===== config.mk =====
export PLATFORM = sky130hd
export DESIGN_NAME = discovery_param_table_rom
export DESIGN_NICKNAME = d
export VERILOG_FILES = /design/src/verilog/discovery_table_pkg.sv /design/src/verilog/discovery_param_table_rom.sv
export SDC_FILE = /design/constraint.sdc
export NUM_CORES = 1
export LEC_CHECK = 0
export ABC_AREA = 1
export BUFFER_PORTS_ARGS = -buffer_cell sky130_fd_sc_hd__buf_2
export CORE_ASPECT_RATIO = 0.6
export CORE_UTILIZATION = 56
export CTS_BUF_LIST = sky130_fd_sc_hd__clkbuf_8 sky130_fd_sc_hd__clkbuf_16
export DETAILED_ROUTE_END_ITERATION = 12
export HOLD_SLACK_MARGIN = 0.05
export PLACE_DENSITY = 0.77
export SLEW_MARGIN = 10
export SYNTH_ARGS = -nofsm -noshare
export SYNTH_HDL_FRONTEND = slang
export SYNTH_SLANG_ARGS = --single-unit

===== constraint.sdc =====
create_clock -name ref_clk_i -period 2 [get_ports ref_clk_i]
set_input_delay 0.1 -clock ref_clk_i [delete_from_list [all_inputs] [get_ports ref_clk_i]]
set_output_delay 0.1 -clock ref_clk_i [all_outputs]
set_load 0.005 [all_outputs]

===== src/verilog/discovery_table_pkg.sv =====
package discovery_table_pkg;

   // Command and framing
   localparam logic [7:0] CMD_READ_DISCOVERY_TABLE = 8'h5A;
   localparam int         ADDR_BYTES               = 3;
   localparam int         DUMMY_BYTES              = 1;

   // Header pointer and length of the basic parameter table
   localparam logic [7:0] BASIC_TABLE_PTR          = 8'h30;
   localparam logic [7:0] BASIC_TABLE_LEN_DW       = 8'h09;
   localparam logic [7:0] HDR_PTR_ADDR             = 8'h0C;
   localparam logic [7:0] HDR_LEN_ADDR             = 8'h0B;

   // Byte offsets inside the basic table; the first byte sits at the table pointer
   localparam logic [7:0] ERASE_OPC_ADDR           = 8'h31;
   localparam logic [7:0] FEATURE_ADDR             = 8'h32;
   localparam logic [7:0] READ_144_CFG_ADDR        = 8'h38;
   localparam logic [7:0] READ_144_OPC_ADDR        = 8'h39;
   localparam logic [7:0] READ_114_CFG_ADDR        = 8'h3A;
   localparam logic [7:0] READ_114_OPC_ADDR        = 8'h3B;

   // Byte 30h fields and the byte 31h erase opcode
   localparam logic [1:0] ERASE_4K_CODE            = 2'h1;
   localparam logic       WRITE_GRAN_64            = 1'h1;
   localparam logic       VOL_WREN_REQUIRED        = 1'h0;
   localparam logic       VOL_WREN_OPC_SEL         = 1'h0;
   localparam logic [2:0] BYTE30_FIXED_ONES        = 3'h7;
   localparam logic [7:0] ERASE_4K_OPCODE          = 8'h20;

   // Byte 32h fields
   localparam logic       READ_112_SUPPORTED       = 1'h1;
   localparam logic [1:0] ADDR_MODE_3_OR_4         = 2'h1;
   localparam logic       DTR_SUPPORTED            = 1'h0;
   localparam logic       READ_122_SUPPORTED       = 1'h1;
   localparam logic       READ_144_SUPPORTED       = 1'h1;
   localparam logic       READ_114_SUPPORTED       = 1'h1;
   localparam logic       BYTE32_SPARE             = 1'h1;

   // Fast-read wait states, mode bits and opcodes
   localparam logic [4:0] READ_144_WAIT            = 5'h04;
   localparam logic [2:0] READ_144_MODE            = 3'h2;
   localparam logic [7:0] READ_144_OPCODE          = 8'hEB;
   localparam logic [4:0] READ_114_WAIT            = 5'h08;
   localparam logic [2:0] READ_114_MODE            = 3'h0;
   localparam logic [7:0] READ_114_OPCODE          = 8'h6B;

   localparam logic [7:0] UNUSED_BYTE              = 8'hFF;

   typedef struct packed {
      logic sclk;
      logic cs_n;
      logic mosi;
   } link_in_t;

   typedef struct packed {
      logic miso;
      logic miso_oe;
   } link_out_t;

endpackage

===== src/verilog/discovery_param_table_rom.sv =====
`timescale 1ns/1ps
module discovery_param_table_rom (
   input  wire logic                          ref_clk_i,
   input  wire logic                          sys_rst_i,
   input  wire discovery_table_pkg::link_in_t link_i,
   output discovery_table_pkg::link_out_t     link_o
);

   typedef enum logic [3:0] {
      ST_CMD   = 4'b0001,
      ST_ADDR  = 4'b0010,
      ST_DUMMY = 4'b0100,
      ST_DATA  = 4'b1000
   } phase_t;

   // Three-stage pin sampling; a change counts once stages two and three agree
   logic [2:0] sclk_sync;
   logic [2:0] cs_sync;
   logic [2:0] mosi_sync;
   logic       sclk_q;
   logic       cs_n_q;
   logic       mosi_q;
   logic       next_sclk_q;
   logic       next_cs_n_q;
   logic       next_mosi_q;

   always_ff @(posedge ref_clk_i) begin
      if (sys_rst_i) begin
         sclk_sync <= 3'h0;
         cs_sync   <= 3'h7;
         mosi_sync <= 3'h0;
         sclk_q    <= 1'b0;
         cs_n_q    <= 1'b1;
         mosi_q    <= 1'b0;
      end else begin
         sclk_sync <= {sclk_sync[1:0], link_i.sclk};
         cs_sync   <= {cs_sync[1:0], link_i.cs_n};
         mosi_sync <= {mosi_sync[1:0], link_i.mosi};
         sclk_q    <= next_sclk_q;
         cs_n_q    <= next_cs_n_q;
         mosi_q    <= next_mosi_q;
      end
   end

   always_comb begin
      next_sclk_q = (sclk_sync[1] == sclk_sync[2]) ? sclk_sync[2] : sclk_q;
      next_cs_n_q = (cs_sync[1] == cs_sync[2]) ? cs_sync[2] : cs_n_q;
      next_mosi_q = (mosi_sync[1] == mosi_sync[2]) ? mosi_sync[2] : mosi_q;
   end

   logic rise;
   logic fall;
   assign rise = next_sclk_q & ~sclk_q;
   assign fall = ~next_sclk_q & sclk_q;

   // Table lookup; only the header and first basic-table part are populated
   function automatic logic [7:0] table_byte(input logic [7:0] a);
      unique case (a)
         discovery_table_pkg::HDR_LEN_ADDR: table_byte = discovery_table_pkg::BASIC_TABLE_LEN_DW;
         discovery_table_pkg::HDR_PTR_ADDR: table_byte = discovery_table_pkg::BASIC_TABLE_PTR;
         discovery_table_pkg::BASIC_TABLE_PTR: table_byte = {discovery_table_pkg::BYTE30_FIXED_ONES,
                              discovery_table_pkg::VOL_WREN_OPC_SEL,
                              discovery_table_pkg::VOL_WREN_REQUIRED,
                              discovery_table_pkg::WRITE_GRAN_64,
                              discovery_table_pkg::ERASE_4K_CODE};
         discovery_table_pkg::ERASE_OPC_ADDR: table_byte = discovery_table_pkg::ERASE_4K_OPCODE;
         discovery_table_pkg::FEATURE_ADDR: table_byte = {discovery_table_pkg::BYTE32_SPARE,
                              discovery_table_pkg::READ_114_SUPPORTED,
                              discovery_table_pkg::READ_144_SUPPORTED,
                              discovery_table_pkg::READ_122_SUPPORTED,
                              discovery_table_pkg::DTR_SUPPORTED,
                              discovery_table_pkg::ADDR_MODE_3_OR_4,
                              discovery_table_pkg::READ_112_SUPPORTED};
         discovery_table_pkg::READ_144_CFG_ADDR:
            table_byte = {discovery_table_pkg::READ_144_MODE, discovery_table_pkg::READ_144_WAIT};
         discovery_table_pkg::READ_144_OPC_ADDR: table_byte = discovery_table_pkg::READ_144_OPCODE;
         discovery_table_pkg::READ_114_CFG_ADDR:
            table_byte = {discovery_table_pkg::READ_114_MODE, discovery_table_pkg::READ_114_WAIT};
         discovery_table_pkg::READ_114_OPC_ADDR: table_byte = discovery_table_pkg::READ_114_OPCODE;
         default: table_byte = discovery_table_pkg::UNUSED_BYTE;
      endcase
   endfunction

   phase_t     phase;
   phase_t     next_phase;
   logic [7:0] shift_in;
   logic [7:0] next_shift_in;
   logic [2:0] bit_cnt;
   logic [2:0] next_bit_cnt;
   logic [1:0] byte_cnt;
   logic [1:0] next_byte_cnt;
   logic [7:0] addr;
   logic [7:0] next_addr;
   logic [7:0] shift_out;
   logic [7:0] next_shift_out;
   logic       active;
   logic       next_active;
   logic       drive;
   logic       next_drive;

   always_comb begin
      next_phase     = phase;
      next_shift_in  = shift_in;
      next_bit_cnt   = bit_cnt;
      next_byte_cnt  = byte_cnt;
      next_addr      = addr;
      next_shift_out = shift_out;
      next_active    = active;
      next_drive     = drive;
      if (next_cs_n_q) begin
         // Deselect ends the read at any point
         next_phase    = ST_CMD;
         next_bit_cnt  = 3'h0;
         next_byte_cnt = 2'h0;
         next_active   = 1'b1;
         next_drive    = 1'b0;
      end else if (rise && phase != ST_DATA) begin
         next_shift_in = {shift_in[6:0], next_mosi_q};
         next_bit_cnt  = bit_cnt + 3'h1;
         if (bit_cnt == 3'h7) begin
            unique case (phase)
               ST_CMD: begin
                  // Other opcodes are ignored until the next frame
                  next_active = active && ({shift_in[6:0], next_mosi_q} ==
                                           discovery_table_pkg::CMD_READ_DISCOVERY_TABLE);
                  next_phase  = ST_ADDR;
               end
               ST_ADDR: begin
                  // Only the low address byte selects; upper bytes are don't care
                  next_addr     = {shift_in[6:0], next_mosi_q};
                  next_byte_cnt = byte_cnt + 2'h1;
                  if (byte_cnt == 2'(discovery_table_pkg::ADDR_BYTES - 1)) begin
                     next_phase = ST_DUMMY;
                  end
               end
               ST_DUMMY: begin
                  next_phase     = ST_DATA;
                  next_shift_out = table_byte(addr);
               end
               default: next_phase = ST_CMD;
            endcase
         end
      end else if (fall && phase == ST_DATA && active) begin
         // Output changes on falling edge so host samples on rising
         next_drive     = 1'b1;
         next_bit_cnt   = bit_cnt + 3'h1;
         if (drive) begin
            next_shift_out = {shift_out[6:0], 1'b0};
            if (bit_cnt == 3'h7) begin
               next_addr      = addr + 8'h01;
               next_shift_out = table_byte(addr + 8'h01);
            end
         end else begin
            next_bit_cnt = 3'h0;
         end
      end
   end

   always_ff @(posedge ref_clk_i) begin
      if (sys_rst_i) begin
         phase     <= ST_CMD;
         shift_in  <= 8'h00;
         bit_cnt   <= 3'h0;
         byte_cnt  <= 2'h0;
         addr      <= 8'h00;
         shift_out <= 8'h00;
         active    <= 1'b1;
         drive     <= 1'b0;
      end else begin
         phase     <= next_phase;
         shift_in  <= next_shift_in;
         bit_cnt   <= next_bit_cnt;
         byte_cnt  <= next_byte_cnt;
         addr      <= next_addr;
         shift_out <= next_shift_out;
         active    <= next_active;
         drive     <= next_drive;
      end
   end

   assign link_o.miso    = shift_out[7];
   assign link_o.miso_oe = drive;

endmodule


==> impl_metrics.py <==
metrics = {
    "timing": {
        "rsz0062_at_grt": "true",
        "tightest_slew_ns": 0.458,
        "tns_ns": -0.0531,
        "fin_crit_sh": 1.03,
        "finalMaxSlewViolations": 0,
        "fmax_ghz": 0.487,
        "finalHoldViolCount": 0,
        "skew_ns": 0.00919,
        "worst_hold_slack_ns": 0.220,
        "setup_ws_ns": -0.0531,
        "setup_viol": 2,
        "slew_headroom": 0.694,
        "final.min_clock_period_ns": 2.05,
    },
    "synth": {
        "synth_cells": 409,
        "syn_nets": 422,
        "synth.distinct_cells": 39,
        "synth_compound_area_frac": 0.142,
        "synthMuxAreaShare": 0,
        "ys_seq_area_frac": 0.332,
        "yosys_warnings": 0,
        "avgSynthCellArea_um2": 6.79,
        "async_flop_share": 0,
        "synth_xor_area_frac": 0.00631,
        "syn_area_mm2": 0.00278,
        "synth_top_flop_cell": "dfxtp_1",
        "synth_top_family_by_area": "simple AND/OR/NAND/NOR gates",
        "yosys_register_bits": 46,
        "synthSimpleGateAreaFrac": 0.385,
        "synth_edf_count": 0,
        "synthAdderAreaFrac": 0.0361,
    },
    "global_routing": {
        "antenna_found_initial": 0,
        "grt_pass1_vias": 2404,
        "grt_pass1_wl_mm": 11.0,
        "gr-total-overflow": 0,
        "grt_use_total": 0.270,
        "grt_max_degree": 24,
    },
    "routing": {
        "post-route-drc-count": 0,
        "wire_per_inst_um": 14.7,
        "vias_per_cell": 5.63,
        "drtPass1Iterations": 5,
        "wl_met3_um": 724,
        "antenna_left": 0,
        "wl_met2_mm": 3.17,
        "top_layer": "met4",
        "met1_length_mm": 3.50,
        "vias": 2858,
        "wl_mm": 7.48,
        "first_iter_violations": 346,
    },
    "setup_path": {
        "path_class": "flip-flop to flip-flop",
        "r2r_slack_ns": -0.05,
        "ff2ff_path_depth": 16,
        "critPathMaxFanout": 7,
        "start_kind": "flip-flop",
        "required_ns": 2.22,
        "critPathCaptureType": "flip-flop",
        "arrival_ns": 2.27,
    },
    "die": {
        "chipHeight_um": 56.5,
        "core_region_area_mm2": 0.00466,
        "fp-row-count": 19,
        "die_x_um": 92.9,
        "start_util": 0.596,
        "die-area_mm2": 0.00525,
        "ioPinCount": 7,
    },
    "clocking": {
        "cts_tree": "done",
        "insertion_delay_ns": 0.31,
        "clockRootBuffer": "clkbuf_8",
        "h-tree-depth": 2,
        "cts_made_buffers": 5,
        "clkSlewWorstSetupHoldPaths_ns": 0.09,
        "clk_path_buf_depth": 2,
        "cts.sinks": 46,
    },
    "finish": {
        "fin_util": 0.761,
        "area_growth_pct": 27.8,
        "drive_gt1_frac": 0.310,
        "antenna_cells": 0,
        "final_nets": 457,
    },
    "placement": {
        "place_ws_ns": -0.0874,
        "io_buffers": 6,
        "dp_hpwl_mm": 4.96,
        "place_congestion": 0.912,
    },
    "run_status": {
        "failed_checks": "negative setup slack",
        "outcome": "complete, but fails checks",
    },
    "pwr": {
        "p_leak_nw": 1.46,
        "power_density_mw_per_mm2": 475,
        "peakVddDrop_mv": 0.459,
    },
    "worst_hold_path": {
        "hold_depth": 2,
        "hold_path.class": "primary input to flip-flop",
    },
    "run": {
        "max_cap_violations": 0,
    },
}
final timing paths:
check,from,to
max,addr[0]$_SDFFE_PP0P_,shift_out[2]$_SDFFE_PP0P_
max reg2reg,addr[0]$_SDFFE_PP0P_,shift_out[2]$_SDFFE_PP0P_
min,sys_rst_i,sclk_sync[1]$_SDFF_PP0_
min reg2reg,sclk_sync[0]$_SDFF_PP0_,sclk_sync[1]$_SDFF_PP0_
routing by layer:
metal,up-vias,global-route usage
met1,1301,0.410
met5,-,0
met2,140,0.388
met4,0,0.0637
met3,16,0.0542
li1,1401,-
cell usage in the layout (no fill, tap or decap), types with 6 or more instances in the layout:
| master | count |
|---|---|
| nand2_1 | 81 |
| nor2_2 | 7 |
| nand3_1 | 24 |
| o21ai_0 | 18 |
| nor2_4 | 12 |
| nand3_2 | 11 |
| nor2_1 | 35 |
| inv_1 | 47 |
| buf_2 | 6 |
| a31oi_1 | 7 |
| nand2_2 | 11 |
| nand2_4 | 8 |
| inv_2 | 8 |
| buf_4 | 21 |
| dfxtp_2 | 6 |
| dfxtp_1 | 39 |
| a21oi_1 | 25 |
| a21oi_2 | 6 |
| buf_6 | 7 |
metrics by stage:
| stage | cells | cell area [um2] | total power (W) |
|---|---|---|---|
| floorplan | 409 | 2780 | 0.000967 |
| global placement | 486 | 2970 | 0.000975 |
| detailed placement | 486 | 2970 | 0.000976 |
| CTS | 497 | 3120 | 0.00168 |
| global route | 508 | 3550 | 0.00173 |
| finish | 508 | 3550 | 0.00168 |
flip-flops by register name, indices dropped and copies added, names as in the netlist:
register / flops
drive: 1
cs_n_q: 1
bit_cnt: 3
active: 1
cs_sync: 3
addr: 8
sclk_sync: 3
mosi_q: 1
byte_cnt: 2
shift_in: 7
phase: 4
sclk_q: 1
shift_out: 8
mosi_sync: 3
power by group:
part	total, W	switching (W)	internal (W)	leakage, nW
clock	0.000724	0.000349	0.000375	0.0585
combinational	0.0000348	0.0000219	0.0000129	1.03
sequential	0.000924	0.00000327	0.000921	0.376
logic make-up (layout without fill, tap and decap cells):
kind of cell / count (synthesis) / in the layout
flops: 46 / 46
simple gates: 217 / 218
compound gates: 68 / 68
xor+xnor: 2 / 2
fa+ha+maj: 8 / 8
buf+inv: 68 / 103
Yosys cell counts, types with 5 or more instances:
master   number  area share
nor2_1       45       0.061
a31oi_1       7       0.016
or2_2         5       0.011
nand3_2       5       0.018
inv_1        52       0.070
nand2_2       6       0.014
nor2_2        5       0.011
a21oi_1      27       0.049
dfxtp_1      46        0.33
nand3_1      35       0.063
o21ai_0      18       0.032
nand2_1      91        0.12
ha_1          8       0.036
nor3_1        5      0.0090
area by class of cell:
type / instances / area, um2
Sequential cell: 46 / 932
Fill cell: 347 / 1110
Tap cell: 63 / 78.8
Timing Repair Buffer: 38 / 312
Inverter: 57 / 218
Clock buffer: 5 / 68.8
Clock inverter: 3 / 43.8
Multi-Input combinational cell: 296 / 1890
worst max-delay path: stages, from the launching register on:
cell	delay [ns]
dfxtp_2	0.35
buf_6	0.13
nand2_4	0.05
nor2_4	0.18
nand2_1	0.09
nand2_2	0.08
nand2_4	0.10
nor2_8	0.21
nand3_2	0.11
nand2_2	0.13
nor2_4	0.06
nand2_4	0.09
nand2_1	0.06
nand3_1	0.08
nand3_1	0.09
nand2_1	0.08
inv_1	0.04
timing repair:
item / in CTS / in global routing
buffers inserted: 0 / 11
hold endpoints to repair: 3 / 0
gates cloned: 0 / 1
endpoints found under the setup margin: 7 / 16
hold buffers: 3 / 0
resized for setup: 5 / 82
pin swaps: 0 / 16
Power figures use the tool's default switching activity.
